===== config.mk =====
export PLATFORM = sky130hd
export DESIGN_NAME = ssr_receiver
export DESIGN_NICKNAME = d
export VERILOG_FILES = /design/src/rtl/ssr_pkg.sv /design/src/rtl/ssr_receiver.sv /design/src/rtl/ssr_sync3.sv
export VERILOG_INCLUDE_DIRS = /design/src /design/src/rtl
export SDC_FILE = /design/constraint.sdc
export NUM_CORES = 1
export LEC_CHECK = 0
export BUFFER_PORTS_ARGS = -buffer_cell sky130_fd_sc_hd__clkbuf_2
export CAP_MARGIN = 40
export CORE_ASPECT_RATIO = 1.5
export CORE_MARGIN = 2
export CORE_UTILIZATION = 58
export CTS_BUF_LIST = sky130_fd_sc_hd__clkbuf_2 sky130_fd_sc_hd__clkbuf_4 sky130_fd_sc_hd__clkbuf_8
export DETAILED_ROUTE_END_ITERATION = 8
export GPL_TIMING_DRIVEN = 1
export PLACE_DENSITY = 0.91
export SLEW_MARGIN = 5
export SYNTH_ARGS = -nofsm -noshare
export SYNTH_HDL_FRONTEND = slang
export SYNTH_SLANG_ARGS = --single-unit

===== constraint.sdc =====
create_clock -name clk -period 2.58 [get_ports clk]
set_input_delay 0.387 -clock clk [delete_from_list [all_inputs] [get_ports clk]]
set_output_delay 0.387 -clock clk [all_outputs]
set_load 0.02 [all_outputs]

===== src/rtl/ssr_defines.svh =====
// constants for the synchronous serial receiver
// assumes inclusion by ssr_pkg, ssr_receiver, the bench and the assertion module
`ifndef SSR_DEFINES_SVH
`define SSR_DEFINES_SVH

// ==========================================================
// widths
`define SSR_DATA_W 12
`define SSR_BASE_W 8
`define SSR_LEN_CODE_W 3
`define SSR_LEN_W 4

// ==========================================================
// character length codes
`define SSR_CODE_6 3'h1
`define SSR_CODE_7 3'h2
`define SSR_CODE_8 3'h3
`define SSR_CODE_10 3'h5
`define SSR_CODE_11 3'h6
`define SSR_CODE_12 3'h7

// ==========================================================
// character lengths in bits
`define SSR_LEN_6 4'h6
`define SSR_LEN_7 4'h7
`define SSR_LEN_8 4'h8
`define SSR_LEN_10 4'hA
`define SSR_LEN_11 4'hB
`define SSR_LEN_12 4'hC

// ==========================================================
// reset values and other data constants
`define SSR_ZERO_DATA 12'h000
`define SSR_ONE_DATA 12'h001
`define SSR_BASE_MASK 12'h0FF
`define SSR_FULL_MASK 12'hFFF
`define SSR_RESET_CODE 3'h3

`endif


===== src/rtl/ssr_pkg.sv =====
// types shared by the synchronous serial receiver
// assumes ssr_defines.svh is on the include path
`include "ssr_defines.svh"

package ssr_pkg;

    // ======================================================
    // program control, latched by rx_status_load
    typedef struct packed {
        logic [`SSR_LEN_CODE_W-1:0] char_len_code;
        logic rx_irq_enable;
        logic sync_discard;
    } ssr_ctrl_type;

    // ======================================================
    // receive status seen by the program
    typedef struct packed {
        logic parity_odd;
        logic overrun;
        logic active;
        logic sync_found;
        logic rx_done;
    } ssr_status_type;

    // ======================================================
    // hunt states
    typedef enum logic [2:0] {
        SSR_HUNT = 3'b001,
        SSR_FIRST = 3'b010,
        SSR_ACTIVE = 3'b100
    } ssr_state_type;

endpackage


===== src/rtl/ssr_receiver.sv =====
// receive half of a synchronous serial line interface
// assumes a modem bit clock far slower than clk and
// program control bits presented as plain ports
`include "ssr_defines.svh"

// Functional notes
// - each bit clock shifts in at length position
// - compare assembled character with sync every bit clock
// - need second sync straight after the first
// - first sync: load buffer, set sync found
// - each load clears register, loads one marker
// - marker at end completes next character
// - second sync sets active with the load
// - done only on loads while already active
// - discard option suppresses done for sync characters
// - receive interrupt when enabled and done
// - buffer read returns data, clears done
// - done-setting load while done still set and not being read flags overrun
// - overrun with status enable requests interrupt
// - ones counter gives parity at completion
// - buffer twelve bits with expander, else eight
// - length is three-bit code, low bit first
// - sync discard is a writable control bit
// - init clear resets every register and flag except the expander strap and the link synchronisers
// - sync pattern eight or twelve bits wide
module ssr_receiver
    import ssr_pkg::*;
(
    // clock and reset
    input wire logic clk,
    input wire logic reset,
    // bus initialisation
    input wire logic init_clear,
    // modem link
    input wire logic rx_bit_clock,
    input wire logic rx_serial_data,
    // option strap
    input wire logic expander_fitted,
    // program control
    input wire ssr_pkg::ssr_ctrl_type ctrl_in,
    input wire logic rx_status_load,
    input wire logic [`SSR_DATA_W-1:0] sync_pattern_in,
    input wire logic sync_pattern_load,
    input wire logic active_clear,
    input wire logic status_irq_enable,
    // program read
    input wire logic buffer_read_select,
    output logic [`SSR_DATA_W-1:0] receive_buffer,
    // status and events
    output ssr_pkg::ssr_status_type status,
    output logic sync_match,
    output logic char_load_pulse,
    output logic rx_irq,
    output logic status_irq
);
    import ssr_pkg::*;

    // ======================================================
    // helpers
    function automatic logic [`SSR_LEN_W-1:0] len_of(
        input logic [`SSR_LEN_CODE_W-1:0] code,
        input logic wide
    );
        logic [`SSR_LEN_W-1:0] len;
        len = `SSR_LEN_8;
        unique case (code)
            `SSR_CODE_6: len = `SSR_LEN_6;
            `SSR_CODE_7: len = `SSR_LEN_7;
            `SSR_CODE_10: len = wide ? `SSR_LEN_10 : `SSR_LEN_8;
            `SSR_CODE_11: len = wide ? `SSR_LEN_11 : `SSR_LEN_8;
            `SSR_CODE_12: len = wide ? `SSR_LEN_12 : `SSR_LEN_8;
            default: len = `SSR_LEN_8;
        endcase
        return len;
    endfunction

    function automatic logic [`SSR_DATA_W-1:0] mask_of(
        input logic [`SSR_LEN_W-1:0] len
    );
        logic [`SSR_DATA_W-1:0] m;
        m = ~(`SSR_FULL_MASK << len);
        return m;
    endfunction

    function automatic logic [`SSR_DATA_W-1:0] top_bit(
        input logic [`SSR_LEN_W-1:0] len
    );
        logic [`SSR_DATA_W-1:0] b;
        b = `SSR_ONE_DATA << (len - `SSR_LEN_W'(1));
        return b;
    endfunction

    // ======================================================
    // declarations
    ssr_ctrl_type ctrl_r;
    logic [`SSR_DATA_W-1:0] sync_r;
    logic expander_r;
    logic init_seen_r;
    ssr_state_type state_r;
    ssr_state_type state_nxt;
    logic [`SSR_DATA_W-1:0] shift_r;
    logic [`SSR_DATA_W-1:0] shift_nxt;
    logic [`SSR_DATA_W-1:0] assembled;
    logic [`SSR_DATA_W-1:0] len_mask;
    logic [`SSR_DATA_W-1:0] buf_mask;
    logic [`SSR_LEN_W-1:0] char_len;
    logic [`SSR_DATA_W-1:0] buffer_r;
    logic done_r;
    logic overrun_r;
    logic parity_r;
    logic ones_r;
    logic load_r;
    logic bit_clk;
    logic bit_edge;
    logic bit_data;
    logic last_bit;
    logic match;
    logic load;
    logic report;

    // ======================================================
    // link synchronisers
    ssr_sync3 u_clk_sync (
        .clk(clk),
        .reset(reset),
        .async_in(rx_bit_clock),
        .level(bit_clk),
        .rise(bit_edge)
    );

    ssr_sync3 u_data_sync (
        .clk(clk),
        .reset(reset),
        .async_in(rx_serial_data),
        .level(bit_data),
        .rise()
    );

    // ======================================================
    // expander strap caught after reset release
    always_ff @(posedge clk or posedge reset) begin
        if (reset) begin
            expander_r <= 1'b0;
            init_seen_r <= 1'b0;
        end else if (!init_seen_r) begin
            expander_r <= expander_fitted;
            init_seen_r <= 1'b1;
        end
    end

    // ======================================================
    // control register
    always_ff @(posedge clk or posedge reset) begin
        if (reset) begin
            ctrl_r <= '{`SSR_RESET_CODE, 1'b0, 1'b0};
        end else if (init_clear) begin
            ctrl_r <= '{`SSR_RESET_CODE, 1'b0, 1'b0};
        end else if (rx_status_load) begin
            ctrl_r <= ctrl_in;
        end
    end

    // ======================================================
    // sync pattern register
    always_ff @(posedge clk or posedge reset) begin
        if (reset) begin
            sync_r <= `SSR_ZERO_DATA;
        end else if (init_clear) begin
            sync_r <= `SSR_ZERO_DATA;
        end else if (sync_pattern_load) begin
            sync_r <= sync_pattern_in & buf_mask;
        end
    end

    // ======================================================
    // assembly and comparison
    assign char_len = len_of(ctrl_r.char_len_code, expander_r);
    assign len_mask = mask_of(char_len);
    assign buf_mask = expander_r ? `SSR_FULL_MASK : `SSR_BASE_MASK;
    // new bit enters at the top of the character
    assign assembled = ((shift_r >> 1) |
        (bit_data ? top_bit(char_len) : `SSR_ZERO_DATA))
        & len_mask;
    assign last_bit = shift_r[0];
    assign match = bit_edge &&
        (assembled == (sync_r & len_mask));

    // character completes on first sync or after marker
    always_comb begin
        load = 1'b0;
        unique case (state_r)
            SSR_HUNT: load = match;
            SSR_FIRST: load = bit_edge && last_bit;
            SSR_ACTIVE: load = bit_edge && last_bit;
        endcase
    end

    assign report = (state_r == SSR_ACTIVE) &&
        !(ctrl_r.sync_discard && match);

    // ======================================================
    // hunt state
    always_comb begin
        state_nxt = state_r;
        unique case (state_r)
            SSR_HUNT: begin
                if (match) begin
                    state_nxt = SSR_FIRST;
                end
            end
            SSR_FIRST: begin
                if (load) begin
                    state_nxt = match ? SSR_ACTIVE : SSR_HUNT;
                end
            end
            SSR_ACTIVE: state_nxt = SSR_ACTIVE;
        endcase
        if (active_clear) begin
            state_nxt = SSR_HUNT;
        end
    end

    always_ff @(posedge clk or posedge reset) begin
        if (reset) begin
            state_r <= SSR_HUNT;
        end else if (init_clear) begin
            state_r <= SSR_HUNT;
        end else begin
            state_r <= state_nxt;
        end
    end

    // ======================================================
    // shift register
    always_comb begin
        shift_nxt = shift_r;
        if (active_clear) begin
            shift_nxt = `SSR_ZERO_DATA;
        end else if (load) begin
            // cleared and loaded with the marker in the same clock
            shift_nxt = top_bit(char_len);
        end else if (bit_edge) begin
            shift_nxt = assembled;
        end
    end

    always_ff @(posedge clk or posedge reset) begin
        if (reset) begin
            shift_r <= `SSR_ZERO_DATA;
        end else if (init_clear) begin
            shift_r <= `SSR_ZERO_DATA;
        end else begin
            shift_r <= shift_nxt;
        end
    end

    // ======================================================
    // receive buffer
    always_ff @(posedge clk or posedge reset) begin
        if (reset) begin
            buffer_r <= `SSR_ZERO_DATA;
        end else if (init_clear) begin
            buffer_r <= `SSR_ZERO_DATA;
        end else if (load) begin
            buffer_r <= assembled & buf_mask;
        end
    end

    // ======================================================
    // receive done, set wins over read
    always_ff @(posedge clk or posedge reset) begin
        if (reset) begin
            done_r <= 1'b0;
        end else if (init_clear) begin
            done_r <= 1'b0;
        end else if (load && report) begin
            done_r <= 1'b1;
        end else if (buffer_read_select) begin
            done_r <= 1'b0;
        end
    end

    // ======================================================
    // overrun, cleared by init or control load
    always_ff @(posedge clk or posedge reset) begin
        if (reset) begin
            overrun_r <= 1'b0;
        end else if (init_clear) begin
            overrun_r <= 1'b0;
        end else if (load && report && done_r &&
            !buffer_read_select) begin
            overrun_r <= 1'b1;
        end else if (rx_status_load) begin
            overrun_r <= 1'b0;
        end
    end

    // ======================================================
    // parity counting
    always_ff @(posedge clk or posedge reset) begin
        if (reset) begin
            ones_r <= 1'b0;
            parity_r <= 1'b0;
        end else if (init_clear || active_clear) begin
            ones_r <= 1'b0;
            parity_r <= 1'b0;
        end else if (load) begin
            parity_r <= ones_r ^ bit_data;
            ones_r <= 1'b0;
        end else if (bit_edge && bit_data) begin
            ones_r <= !ones_r;
        end
    end

    // ======================================================
    // load event
    always_ff @(posedge clk or posedge reset) begin
        if (reset) begin
            load_r <= 1'b0;
        end else begin
            load_r <= load && !init_clear;
        end
    end

    // ======================================================
    // outputs
    assign receive_buffer = buffer_r;
    assign status = '{parity_r, overrun_r, state_r == SSR_ACTIVE,
        state_r != SSR_HUNT, done_r};
    assign sync_match = match;
    assign char_load_pulse = load_r;
    assign rx_irq = ctrl_r.rx_irq_enable && done_r;
    assign status_irq = status_irq_enable && overrun_r;

endmodule


===== src/rtl/ssr_sync3.sv =====
// three-stage synchroniser with agreement filter and rise pulse
// assumes an input asynchronous to clk
module ssr_sync3 (
    // clock and reset
    input wire logic clk,
    input wire logic reset,
    // raw input
    input wire logic async_in,
    // filtered outputs
    output logic level,
    output logic rise
);

    logic s1_r;
    logic s2_r;
    logic s3_r;
    logic level_r;

    // ======================================================
    // capture chain
    always_ff @(posedge clk or posedge reset) begin
        if (reset) begin
            s1_r <= 1'b0;
            s2_r <= 1'b0;
            s3_r <= 1'b0;
        end else begin
            s1_r <= async_in;
            s2_r <= s1_r;
            s3_r <= s2_r;
        end
    end

    // ======================================================
    // accept a change once stages two and three agree
    always_ff @(posedge clk or posedge reset) begin
        if (reset) begin
            level_r <= 1'b0;
        end else if (s2_r == s3_r) begin
            level_r <= s3_r;
        end
    end

    assign level = level_r;
    assign rise = (s2_r == s3_r) && s3_r && !level_r;

endmodule


## Word level (Yosys, flattened, before mapping)

Index checks and enable logic that the tools add are counted.

- Flip-flop bits (word level): 59
- Latch bits: 0
- Bits in writable memories: 0
- Memory bits (read-only): 0
- Input bits: 28
- Memories: 0

- $add $sub $neg: 1
- $mul: 0
- Div/mod/pow operators: 0
- Magnitude comparators: 0
- Equal/unequal tests: 14
- Shift-type cells: 2
- Mux-type cells: 34
- Bitwise gates (word level): 7
- Reduce and logical (&&, ||, !) cells: 29

Operators with widths:

| cell | count |
|---|---|
| $mux 12 | 10 |
| $and 12x12->12 | 4 |
| $pmux 4 s5 | 1 |
| $mux 3 | 6 |
| $logic_and 1x1->1 | 13 |
| $eq 12x12->1 | 1 |
| $eq 3x3->1 const B | 4 |
| $not 12->12 | 1 |
| $or 11x12->12 | 1 |
| $shl 1x4->12 const A | 1 |
| $shl 12x4->12 const A | 1 |
| $mux 1 | 11 |
| $mux 5 | 2 |
| $pmux 3 s3 | 1 |
| $reduce_bool 3->1 | 3 |
| $ne 4x4->1 const B | 2 |
| $reduce_bool 2->1 | 4 |
| $eq 3x1->1 const B | 2 |
| $eq 3x2->1 const B | 2 |
| $logic_not 1->1 | 5 |
| $mux 2 | 2 |
| $reduce_bool 4->1 | 1 |
| $sub 4x1->4 const B | 1 |
| $ne 3x1->1 const B | 1 |
| other kinds (6) | 7 |

## Depth between registers and ports, before layout

Gate-level depths: netlist (run 1).

- Depth after elaboration: 17
- Depth in mapped cells: 10

## Cells and area by module

Synthesis (run 1) repeated with hierarchy kept, for this count alone.

- Cell total of the unflattened synthesis: 293
- Area total of the unflattened synthesis: 2969.1 sq um

By module, submodules not included:

| module | times used | cells each | area each (sq um) | sequential area each (sq um) |
|---|---|---|---|---|
| ssr_receiver | 1 | 277 | 2693.8 | 1280.0 |
| ssr_sync3 | 2 | 8 | 137.6 | 100.1 |

## Least setup slack after synthesis (run 1)

OpenSTA, ideal clock, no wires.

- Path kind: reg2reg
- From: register ctrl_r[3] (netlist bit)
- To: register done_r
- Setup time: 0.135 ns
- Arrival time: 2.345 ns
- Path slack: 0.100 ns
- Stages on the path, launching flop included: 8
- Buffers on the path: 0
- Period minus slack after synthesis: 2.480 ns
- Cell sequence: dfstp_2 -> and4bb_2 -> nor3_1 -> o32ai_1 -> or4_1 -> nor4_2 -> a211o_1 -> o31ai_1

- Cells in the longest elaborated chain, start to end: 15
- Elaborated cells on any way between the ends: 24
- Classes of those cells: add/sub: 1; eq/ne: 6; shift: 2; mux: 5; bitwise: 4; reduce/logical: 6

RTL lines:

| element | RTL line | RTL |
|---|---|---|
| start, declared | ssr_receiver.sv:95 | `ssr_ctrl_type ctrl_r;` |
| start signal, assigned | ssr_receiver.sv:155 | `` ctrl_r <= '{`SSR_RESET_CODE, 1'b0, 1'b0}; `` |
| start signal, assigned | ssr_receiver.sv:157 | `` ctrl_r <= '{`SSR_RESET_CODE, 1'b0, 1'b0}; `` |
| start signal, assigned | ssr_receiver.sv:159 | `ctrl_r <= ctrl_in;` |
| $eq 3x3->1, or another cell as far along | ssr_receiver.sv:66 | `unique case (code)` |
| $pmux 4 s5 * | ssr_receiver.sv:66 |  |
| $sub 4x1->4 | ssr_receiver.sv:89 | `` b = `SSR_ONE_DATA << (len - `SSR_LEN_W'(1)); `` |
| $shl 1x4->12 (no line) | n/a |  |
| $mux 12 (no line) | n/a |  |
| $or 11x12->12 | ssr_receiver.sv:181 | `assign assembled = ((shift_r >> 1) \|` |
| $and 12x12->12 | ssr_receiver.sv:181 |  |
| $eq 12x12->1 * | ssr_receiver.sv:186 | `(assembled == (sync_r & len_mask));` |
| $logic_and 1x1->1 * | ssr_receiver.sv:185 | `assign match = bit_edge &&` |
| net sync_match | ssr_receiver.sv:51 | `output logic sync_match,` |
| $logic_and 1x1->1 | ssr_receiver.sv:199 | `!(ctrl_r.sync_discard && match);` |
| $logic_not 1->1 | ssr_receiver.sv:199 |  |
| $logic_and 1x1->1 | ssr_receiver.sv:198 | `assign report = (state_r == SSR_ACTIVE) &&` |
| $logic_and 1x1->1 * | ssr_receiver.sv:276 | `end else if (load && report) begin` |
| $mux 1 | ssr_receiver.sv:276 |  |
| $mux 1 | ssr_receiver.sv:274 | `end else if (init_clear) begin` |
| end signal, assigned | ssr_receiver.sv:273 | `done_r <= 1'b0;` |
| end signal, assigned | ssr_receiver.sv:275 | `done_r <= 1'b0;` |
| end signal, assigned | ssr_receiver.sv:277 | `done_r <= 1'b1;` |
| end, declared | ssr_receiver.sv:108 | `logic done_r;` |

The timed path passes the listed nets; every way through them passes the cells marked *.
A chain may end at the register's enable or synchronous reset.

## Worst setup path after layout (run 1)

- From: register ctrl_r[2] (netlist bit)
- To: register shift_r[5]

- Cells in the longest elaborated chain, start to end: 13
- Elaborated cells on any way between the ends: 22
- Classes of those cells: add/sub: 1; eq/ne: 6; shift: 2; mux: 7; bitwise: 4; reduce/logical: 2

RTL lines:

| element | RTL line | RTL |
|---|---|---|
| $eq 3x3->1, or another cell as far along | ssr_receiver.sv:66 |  |
| $pmux 4 s5 * | ssr_receiver.sv:66 |  |
| $sub 4x1->4 | ssr_receiver.sv:89 |  |
| $shl 1x4->12 (no line) | n/a |  |
| $mux 12 (no line) | n/a |  |
| $or 11x12->12 | ssr_receiver.sv:181 |  |
| $and 12x12->12 | ssr_receiver.sv:181 |  |
| $eq 12x12->1 | ssr_receiver.sv:186 |  |
| $logic_and 1x1->1 | ssr_receiver.sv:185 |  |
| $pmux 1 s2 | ssr_receiver.sv:191 | `unique case (state_r)` |
| $mux 12 | ssr_receiver.sv:239 | `end else if (load) begin` |
| $mux 12 | ssr_receiver.sv:237 | `if (active_clear) begin` |
| $mux 12 | ssr_receiver.sv:250 | `end else if (init_clear) begin` |
| end signal, assigned | ssr_receiver.sv:249 | `` shift_r <= `SSR_ZERO_DATA; `` |
| end signal, assigned | ssr_receiver.sv:251 | `` shift_r <= `SSR_ZERO_DATA; `` |
| end signal, assigned | ssr_receiver.sv:253 | `shift_r <= shift_nxt;` |
| end, declared | ssr_receiver.sv:101 | `` logic [`SSR_DATA_W-1:0] shift_r; `` |

Mark *: on every way between the ends. The rest lies on a longest branch, timed or not. The select of a mux whose other input is x is not followed.

==> key figures, run 1 <==
Clock tree
  – Skew-Pair Late Insertion Delay: 0.34 ns
  – Hold-fix buffers, CTS: 0
  – Clk buf depth: 2
  – Clk root buf: clkbuf_8
  – CTS Sinks: 59
  – CTS tree: built
  – TritonCTS Buffers: 9
  – CTS H-Tree Depth: 3
  – CTS clock-pin slew for the worst setup and hold paths: 0.07 ns

Final layout
  – Finished Cell Area: 3630 um^2
  – N_diodes: 0
  – Layout cells sized above 1: 33.4%
  – Area delta synth->final: 26.5%
  – Nets: 389
  – Fin util: 75.4%
  – FILL cells: 366

Synth
  – Synthesized flop and latch total: 59
  – Synthesized area: 2870 um^2
  – Compound-Gate Fraction of Synth Area: 14.6%
  – Post-Synth Adder-Cell Area: 0.786%
  – Post-synthesis cell count: 295
  – Post-Synth Simple-Gate Area: 18.6%
  – Synth unique cells: 52
  – Async S/R FF share, synth: 100%
  – Warnings from Yosys: 0
  – Mean Syn Cell Area: 9.72 um^2
  – Sequential fraction of the synthesis area: 51.6%
  – Mux share of post-synthesis cell area: 6.42%
  – Synth Net Count: 324
  – Largest family of logic cells by synthesized area: simple AND/OR/NAND/NOR gates
  – Post-Synth XOR/XNOR Area: 3.06%
  – EDFF count, synth: 0
  – Synth Flop Type: dfrtp_1

STA
  – Clock Skews: 0.00618 ns
  – RSZ-0062 raised after global routing: yes
  – Fin crit share: 105%
  – Clock period minus worst slack: 2.71 ns
  – Endpoints failing hold: 0
  – Setup TNS: -0.278 ns
  – Max-slew headroom: 55.7%
  – Slew Limit Fails: 0
  – Final setup viols: 5
  – Final setup margin: -0.131 ns
  – Fmax: 0.369 GHz
  – Worst-Margin Slew: 0.662 ns

Setup path
  – Critical path peak fanout: 7
  – CP max stage delay: 0.60 ns
  – Crit path arrival time: 2.98 ns
  – Worst path cell trace: buf_4 -> nor2_1 -> a221o_1 -> a21o_1 -> a2111o_1 -> o21a_4 -> or4_4 -> a21oi_2
  – Worst EP required: 2.85 ns
  – WS Path Type: flip-flop to flip-flop
  – Startpoint types: flip-flop
  – Critical Path Sink Type: flip-flop
  – CP max stage cell: dfstp_2

Floorplan
  – Standard-cell rows: 31
  – Die Area: 5530 um^2
  – Core area: 4810 um^2
  – I/O pin total: 49
  – Initial core utilization: 59.6%
  – Die H: 90.1 um
  – Die X: 61.4 um

GRT
  – Initial antenna violation count: 0
  – Largest net degree at the start of global routing: 33
  – Number of global-route vias before repair: 2278
  – GR Overflow Total: 0
  – Total track usage: 24.3%
  – First-pass GRT wire length: 10000 um

Placement
  – Area after DPL: 3210 um^2
  – GP Congestion: 0.906
  – I/O Buffers: 48
  – DP Wirelength: 4390 um
  – DP Worst Slack: 0.0117 ns

Route
  – DRC viols: 0
  – Drt first-iter violations: 167
  – Detailed Routing Iterations Pass 1: 4
  – Post-DRT Antenna Nets: 0
  – Drt total wl: 6710 um
  – Avg WL per Cell: 15.6 um
  – DR vias/cell: 5.75
  – Vias: 2478

Worst hold path
  – Hold Crit Class: input pin to async pin

Power
  – Max VDD drop: 559 uV
  – PD cells: 554 nW/um^2
  – Leak: 0.00171 uW

Run status
  – Failing checks: negative setup slack
  – Status: complete, but fails checks

Flow run
  – Max cap viols: 0
path summary, 6_finish.rpt:
path	from	endpoint	slack, ns	cells after the start
setup / recovery	ctrl_r[2]	shift_r[5]	-0.13	8
hold / removal	reset	sync_r[6]	0.10	2
setup reg to reg	ctrl_r[2]	shift_r[5]	-0.13	8
hold reg to reg	u_clk_sync.s1_r	u_clk_sync.s2_r	0.35	0
max in group asynchronous	reset	ones_r	1.91	3
min in group clk	rx_bit_clock	u_clk_sync.s1_r	0.15	1
cells by family after synthesis:
| logic type | Yosys count |
|---|---|
| simple gates | 112 |
| compound gates | 66 |
| flops | 59 |
| buf+inv | 27 |
| mux | 18 |
| xor+xnor | 10 |
| fa+ha+maj | 2 |
| other cells | 1 |
per-layer routing:
metal  GRT usage (%)  routed length, um  vias to the layer above  share of wire, %
met5               0                  0                        -                 0
met4            13.1                211                        0               3.1
met3            3.45                270                       21               4.0
met2            39.8               3540                       77                53
met1            29.4               2690                     1229                40
li1                -                  -                     1151                 -
sequential cells by signal (all words and copies together), names as in the netlist:
| name | cells |
|---|---|
| u_clk_sync.s2_r | 1 |
| done_r | 1 |
| u_data_sync.level | 1 |
| state_r | 3 |
| ctrl_r | 5 |
| receive_buffer | 12 |
| expander_r | 1 |
| u_clk_sync.s1_r | 1 |
| u_data_sync.s3_r | 1 |
| u_clk_sync.level | 1 |
| u_data_sync.s2_r | 1 |
| overrun_r | 1 |
| parity_r | 1 |
| u_clk_sync.s3_r | 1 |
| shift_r | 12 |
| char_load_pulse | 1 |
| sync_r | 12 |
| u_data_sync.s1_r | 1 |
| ones_r | 1 |
| init_seen_r | 1 |
per-stage QoR:
stage / power, uW / hold slack (ns) / cells
finish: 2010 / 0.101 / 431
global route: 2080 / 0.142 / 431
detailed placement: 1230 / 0.339 / 404
global placement: 1220 / 0.336 / 404
floorplan: 1150 / 0.331 / 295
CTS: 1980 / 0.125 / 424
where the power goes:
part	switching (uW)	leakage (uW)	total [uW]	internal, uW
registers	30.7	0.000780	988	957
logic	147	0.000841	265	118
clock network	362	0.0000932	756	394
critical path: cells and delay by family (launching register included):
family                 cells  cell delay [ns]
AOI/OAI and AO/OA          5             1.42
DFF                        1             0.60
and+or+nand+nor            2             0.48
buffers and inverters      1             0.16
layout by cell type (no fill, tap or decap), drive strengths merged, types with 4 or more instances in the layout:
master and count:
buf 25, a211oi 4, clkbuf 61, nor3 5, nor2 31, nand3 11
inv 7, mux2i 15, o21ai 11, nand2b 7, nand2 38, a21oi 31
dfrtp 56, xnor2 5, xor2 5, o21a 4
synth_stat cells (5+ instances only):
master    number  share of area, %
mux2i_1       15               5.2
o21ai_0       10               1.7
inv_1          7              0.92
nor3_1         5              0.87
nor2_1        31               4.1
xor2_1         5               1.5
a21oi_1       31               5.4
clkbuf_1       9               1.2
xnor2_1        5               1.5
dfrtp_1       56                49
nand2b_1       7               1.5
nand3_1       11               1.9
buf_4          5               1.3
nand2_1       38               5.0
area by class of cell:
type / count / area (um^2) / area share, %
Clock buffer: 12 / 153 / 4.21
Multi-Input combinational cell: 209 / 1340 / 36.9
Tap cell: 66 / 82.6 / 2.28
Timing Repair Buffer: 74 / 518 / 14.3
Inverter: 7 / 26.3 / 0.725
Sequential cell: 59 / 1480 / 40.9
Clock inverter: 4 / 26.3 / 0.725
what timing repair did:
item / 4_1_cts / 5_1_grt
endpoints found under the setup margin: 2 / 29
setup buffers: 4 / 5
resized for setup: 4 / 23
pin swaps: 0 / 10
gates cloned: 0 / 2
(Power assumes the default switching activity.)
==> run 2: changes to the inputs <==
--- a/config.mk
+++ b/config.mk
@@ -10,11 +10,11 @@
 export CAP_MARGIN = 40
 export CORE_ASPECT_RATIO = 1.5
 export CORE_MARGIN = 2
-export CORE_UTILIZATION = 58
+export CORE_UTILIZATION = 35
 export CTS_BUF_LIST = sky130_fd_sc_hd__clkbuf_2 sky130_fd_sc_hd__clkbuf_4 sky130_fd_sc_hd__clkbuf_8
 export DETAILED_ROUTE_END_ITERATION = 8
 export GPL_TIMING_DRIVEN = 1
-export PLACE_DENSITY = 0.91
+export PLACE_DENSITY = 0.63
 export SLEW_MARGIN = 5
 export SYNTH_ARGS = -nofsm -noshare
 export SYNTH_HDL_FRONTEND = slang
==> key figures, run 2 (same netlist as run 1, synthesis figures left out) <==
Clock tree
  – TritonCTS Buffers: 9
  – Skew-Pair Late Insertion Delay: 0.34 ns
  – CTS tree: built
  – CTS clock-pin slew for the worst setup and hold paths: 0.06 ns
  – CTS Sinks: 59
  – Clk buf depth: 2
  – Clk root buf: clkbuf_8
  – CTS H-Tree Depth: 3
  – Hold-fix buffers, CTS: 0

Route
  – Drt first-iter violations: 233
  – Drt total wl: 7310 um
  – Vias: 2363
  – Detailed Routing Iterations Pass 1: 5
  – Post-DRT Antenna Nets: 0
  – Avg WL per Cell: 15.7 um
  – DR vias/cell: 5.07
  – DRC viols: 0

Placement
  – I/O Buffers: 48
  – GP Congestion: 0.866
  – DP Worst Slack: 0.0369 ns
  – Area after DPL: 3260 um^2
  – Dpl cells: 444
  – DP Wirelength: 5120 um

STA
  – Clock period minus worst slack: 2.64 ns
  – Slew Limit Fails: 0
  – Fin crit share: 102%
  – Final setup viols: 1
  – Fmax: 0.379 GHz
  – Final setup margin: -0.0618 ns
  – Clock Skews: 0.00693 ns
  – Max-slew headroom: 53.9%
  – RSZ-0062 raised after global routing: yes
  – Worst-Margin Slew: 0.690 ns
  – Endpoints failing hold: 0

Run status
  – Status: complete, but fails checks
  – Failing checks: negative setup slack

Setup path
  – Buf/Inv on CP: 2
  – CP max stage cell: or4_4
  – CP max stage delay: 0.57 ns
  – Startpoint types: flip-flop
  – Cell family with most CP delay: simple AND/OR/NAND/NOR gates
  – R2r worst-path depth: 9
  – Critical path peak fanout: 5
  – Reg2Reg Setup Slack: 0.04 ns
  – Reg2Reg Capture Point: shift_r[5]
  – WS Path Type: flip-flop to output pin
  – Critical Path Sink Type: output pin
  – Worst path cell trace: buf_4 -> o211a_1 -> o21ai_1 -> o21ai_1 -> or4_4 -> nor4_4 -> buf_4
  – Crit path arrival time: 2.25 ns
  – Crit. path cell count: 7
  – R2R Path Start: ctrl_r[3]
  – Worst EP required: 2.19 ns

Final layout
  – Area delta synth->final: 24.9%
  – Commonest non-fill, non-tap cell in the layout: dfrtp_1
  – N_diodes: 0
  – Commonest non-fill, non-tap cells in the layout: 54 x dfrtp_1, 47 x clkbuf_2, 37 x nand2_1, 31 x nor2_1, 28 x a21oi_1
  – Finished Cell Area: 3580 um^2
  – Layout cells sized above 1: 31.6%
  – FILL cells: 742
  – Fin util: 45.0%
  – Nets: 386
  – Layout Cells excl Fill: 466

Floorplan
  – Core area: 7960 um^2
  – Die H: 115 um
  – Standard-cell rows: 40
  – Initial core utilization: 36.0%
  – Die Area: 8940 um^2
  – I/O pin total: 49
  – Die X: 77.9 um

Power
  – Max VDD drop: 215 uV
  – PD cells: 567 nW/um^2
  – Leak: 0.00167 uW

GRT
  – First-pass GRT wire length: 12200 um
  – GR Overflow Total: 0
  – Number of global-route vias before repair: 2449
  – Largest net degree at the start of global routing: 33
  – Total track usage: 17.8%
  – Initial antenna violation count: 0

Worst hold path
  – Hold Crit Class: input pin to async pin

Flow run
  – Max cap viols: 0
run 2: cell count changes in the layout (fill, tap and decap cells not counted), sizes merged:
cell    delta
buf        -1
clkinv     -3
run 2: how the worst max path moves through the flow:
stage / from / end
2_1_floorplan: ctrl_r[3] / done_r
3_3_place_gp: ctrl_r[2] / sync_match
3_5_place_dp: ctrl_r[2] / shift_r[3]
4_1_cts: ctrl_r[4] / sync_match
5_1_grt: sync_r[3] / sync_match
6_report: ctrl_r[3] / sync_match
run 2: timing repair:
item	in CTS	in global routing
gates resized for setup	9	13
setup endpoints to repair	1	16
pin swaps	2	5
buffers inserted	5	2
run 2: power by group:
| part | internal, uW | switching [uW] | leakage (uW) |
|---|---|---|---|
| Clock | 444 | 345 | 0.0000956 |
| Sequential | 958 | 32.7 | 0.000779 |
| Combinational | 107 | 144 | 0.000798 |
| Total | 1510 | 522 | 0.00167 |
run 2: final cells by class:
type,instances,area (um^2),area share (%)
clock buffer,14,180,5.03
timing repair buffer,71,435,12.2
tap,105,131,3.67
multi-input combinational,209,1320,36.8
sequential,59,1480,41.4
clock inverter,1,7.51,0.210
inverter,7,26.3,0.734
run 2: stage by stage:
| stage | hold WS, ns | TNS (ns) | power (uW) |
|---|---|---|---|
| after detailed placement | 0.342 | 0 | 1230 |
| final | 0.129 | -0.0618 | 2030 |
| after CTS | 0.139 | -0.241 | 2050 |
| after floorplan | 0.331 | 0 | 1150 |
| after global placement | 0.337 | 0 | 1230 |
| after global routing | 0.142 | -0.309 | 2120 |
run 2: metal layers:
metal | up-vias | track usage [%] | wire length (um)
met4 | 0 | 9.01 | 156
met1 | 1137 | 21.2 | 2990
li1 | 1140 | - | -
met3 | 12 | 3.45 | 331
met2 | 74 | 30.7 | 3830
met5 | - | 0 | 0
==> run 3: changes to the inputs <==
--- a/config.mk
+++ b/config.mk
@@ -6,7 +6,7 @@
 export SDC_FILE = /design/constraint.sdc
 export NUM_CORES = 1
 export LEC_CHECK = 0
-export BUFFER_PORTS_ARGS = -buffer_cell sky130_fd_sc_hd__clkbuf_2
+export BUFFER_PORTS_ARGS = -buffer_cell sky130_fd_sc_hd__buf_2
 export CAP_MARGIN = 40
 export CORE_ASPECT_RATIO = 1.5
 export CORE_MARGIN = 2
==> key figures, run 3 (same netlist as run 1, synthesis figures left out) <==
Placement
  – Area after DPL: 3250 um^2
  – DP Wirelength: 5040 um
  – Dpl cells: 444
  – GP Congestion: 0.888
  – I/O Buffers: 48

Floorplan
  – Initial core utilization: 36.0%
  – Standard-cell rows: 40
  – Core area: 7960 um^2
  – Die Area: 8940 um^2
  – Die X: 77.9 um
  – Die H: 115 um
  – I/O pin total: 49

STA
  – Worst-Margin Slew: 0.694 ns
  – Clock Skews: 0.00970 ns
  – Fin crit share: 105%
  – Endpoints failing hold: 0
  – RSZ-0062 raised after global routing: yes
  – Final setup margin: -0.119 ns
  – Fmax: 0.370 GHz
  – Slew Limit Fails: 0
  – Max-slew headroom: 53.7%
  – Clock period minus worst slack: 2.70 ns
  – Final setup viols: 1

Final layout
  – Layout cells sized above 1: 30.4%
  – Commonest non-fill, non-tap cell in the layout: dfrtp_1
  – Layout Cells excl Fill: 464
  – Area delta synth->final: 24.2%
  – Fin util: 44.7%
  – Commonest non-fill, non-tap cells in the layout: 54 x dfrtp_1, 47 x buf_2, 37 x nand2_1, 31 x nor2_1, 29 x a21oi_1
  – N_diodes: 0
  – Finished Cell Area: 3560 um^2
  – Nets: 383
  – FILL cells: 773

Power
  – Max VDD drop: 241 uV
  – Leak: 0.00168 uW
  – PD cells: 594 nW/um^2

GRT
  – Initial antenna violation count: 0
  – First-pass GRT wire length: 11800 um
  – Largest net degree at the start of global routing: 35
  – Number of global-route vias before repair: 2442
  – GR Overflow Total: 0
  – Total track usage: 17.3%

Route
  – Detailed Routing Iterations Pass 1: 4
  – Drt total wl: 7120 um
  – DR vias/cell: 5.06
  – Post-DRT Antenna Nets: 0
  – Avg WL per Cell: 15.3 um
  – Vias: 2350
  – DRC viols: 0
  – Drt first-iter violations: 137

Clock tree
  – Skew-Pair Late Insertion Delay: 0.35 ns
  – CTS Sinks: 59
  – TritonCTS Buffers: 9
  – Clk root buf: clkbuf_8
  – Clk buf depth: 2
  – CTS clock-pin slew for the worst setup and hold paths: 0.07 ns
  – CTS tree: built
  – CTS H-Tree Depth: 3

Setup path
  – Worst EP required: 2.19 ns
  – Critical Path Sink Type: output pin
  – Startpoint types: flip-flop
  – Critical path peak fanout: 3
  – WS Path Type: flip-flop to output pin
  – Reg2Reg Setup Slack: 0.03 ns
  – Crit path arrival time: 2.31 ns

Run status
  – Status: complete, but fails checks
  – Failing checks: negative setup slack

Worst hold path
  – Hold Crit Class: input pin to async pin

Flow run
  – Max cap viols: 0
## run 3: cell types whose count changed in the layout (fill, tap and decap cells not counted), moves of 2 or more
| cell | previous run | this run |
|---|---|---|
| clkbuf_2 | 47 | 0 |
| buf_4 | 21 | 19 |
| buf_2 | 0 | 47 |
| a21oi_2 | 3 | 1 |
## run 3: timing repair
action | in CTS | in global routing
hold buffers | 0 | 0
pin swaps | 2 | 6
gates resized for setup | 8 | 10
setup buffers | 0 | 4
endpoints found under the setup margin | 1 | 23
## run 3: report_power, final
group | leakage, uW | internal (uW) | total, uW | switching (uW)
Clock | 0.000111 | 530 | 880 | 351
Sequential | 0.000779 | 958 | 993 | 35.3
Combinational | 0.000788 | 103 | 241 | 138
Total | 0.00168 | 1590 | 2110 | 524
## run 3: cell type report
cell class | instances | area, um^2 | share of cell area (%)
flip-flops and latches | 59 | 1480 | 41.6
multi-input cells | 209 | 1310 | 36.8
repair buffers | 68 | 400 | 11.2
clock buffers | 14 | 174 | 4.88
well taps | 105 | 131 | 3.69
clock inverters | 2 | 35.0 | 0.984
inverters | 7 | 26.3 | 0.738
## run 3: layer usage
layer  part of all wire (%)  global-route usage [%]  vias up
li1                       -                       -     1125
met1                     42                    20.0     1155
met2                     50                    28.9       52
met3                    4.0                    4.16       18
met4                    3.6                    10.5        0
met5                      0                       0        -
## run 3: metrics by stage
| step | hold WS (ns) | total power, uW | setup WS (ns) | setup TNS (ns) |
|---|---|---|---|---|
| 4_1_cts | 0.109 | 2120 | -0.143 | -0.143 |
| 3_3_place_gp | 0.333 | 1220 | 0.119 | 0 |
| 2_1_floorplan | 0.331 | 1150 | 0.100 | 0 |
| 5_1_grt | 0.119 | 2210 | -0.233 | -0.287 |
| 3_5_place_dp | 0.336 | 1230 | 0.0399 | 0 |
| 6_report | 0.0987 | 2110 | -0.119 | -0.119 |
## run 3: path summary, 6_finish.rpt
path	start	endpoint	cells after the start
worst max-delay path	shift_r[5]	sync_match	7
worst min-delay path	reset	u_data_sync.s1_r	2
worst max register to register	ctrl_r[3]	shift_r[5]	8
worst min register to register	u_clk_sync.s1_r	u_clk_sync.s2_r	0
max in group asynchronous	reset	u_clk_sync.level	3
min in group clk	rx_serial_data	u_data_sync.s1_r	1
## run 3: worst max-delay path, cell delays in order, from the launching register on
cell     delay, ns
dfrtp_1       0.40
xor2_1        0.18
nor4_2        0.29
buf_4         0.15
o21ai_1       0.06
or4_4         0.54
nor4_4        0.17
buf_4         0.18
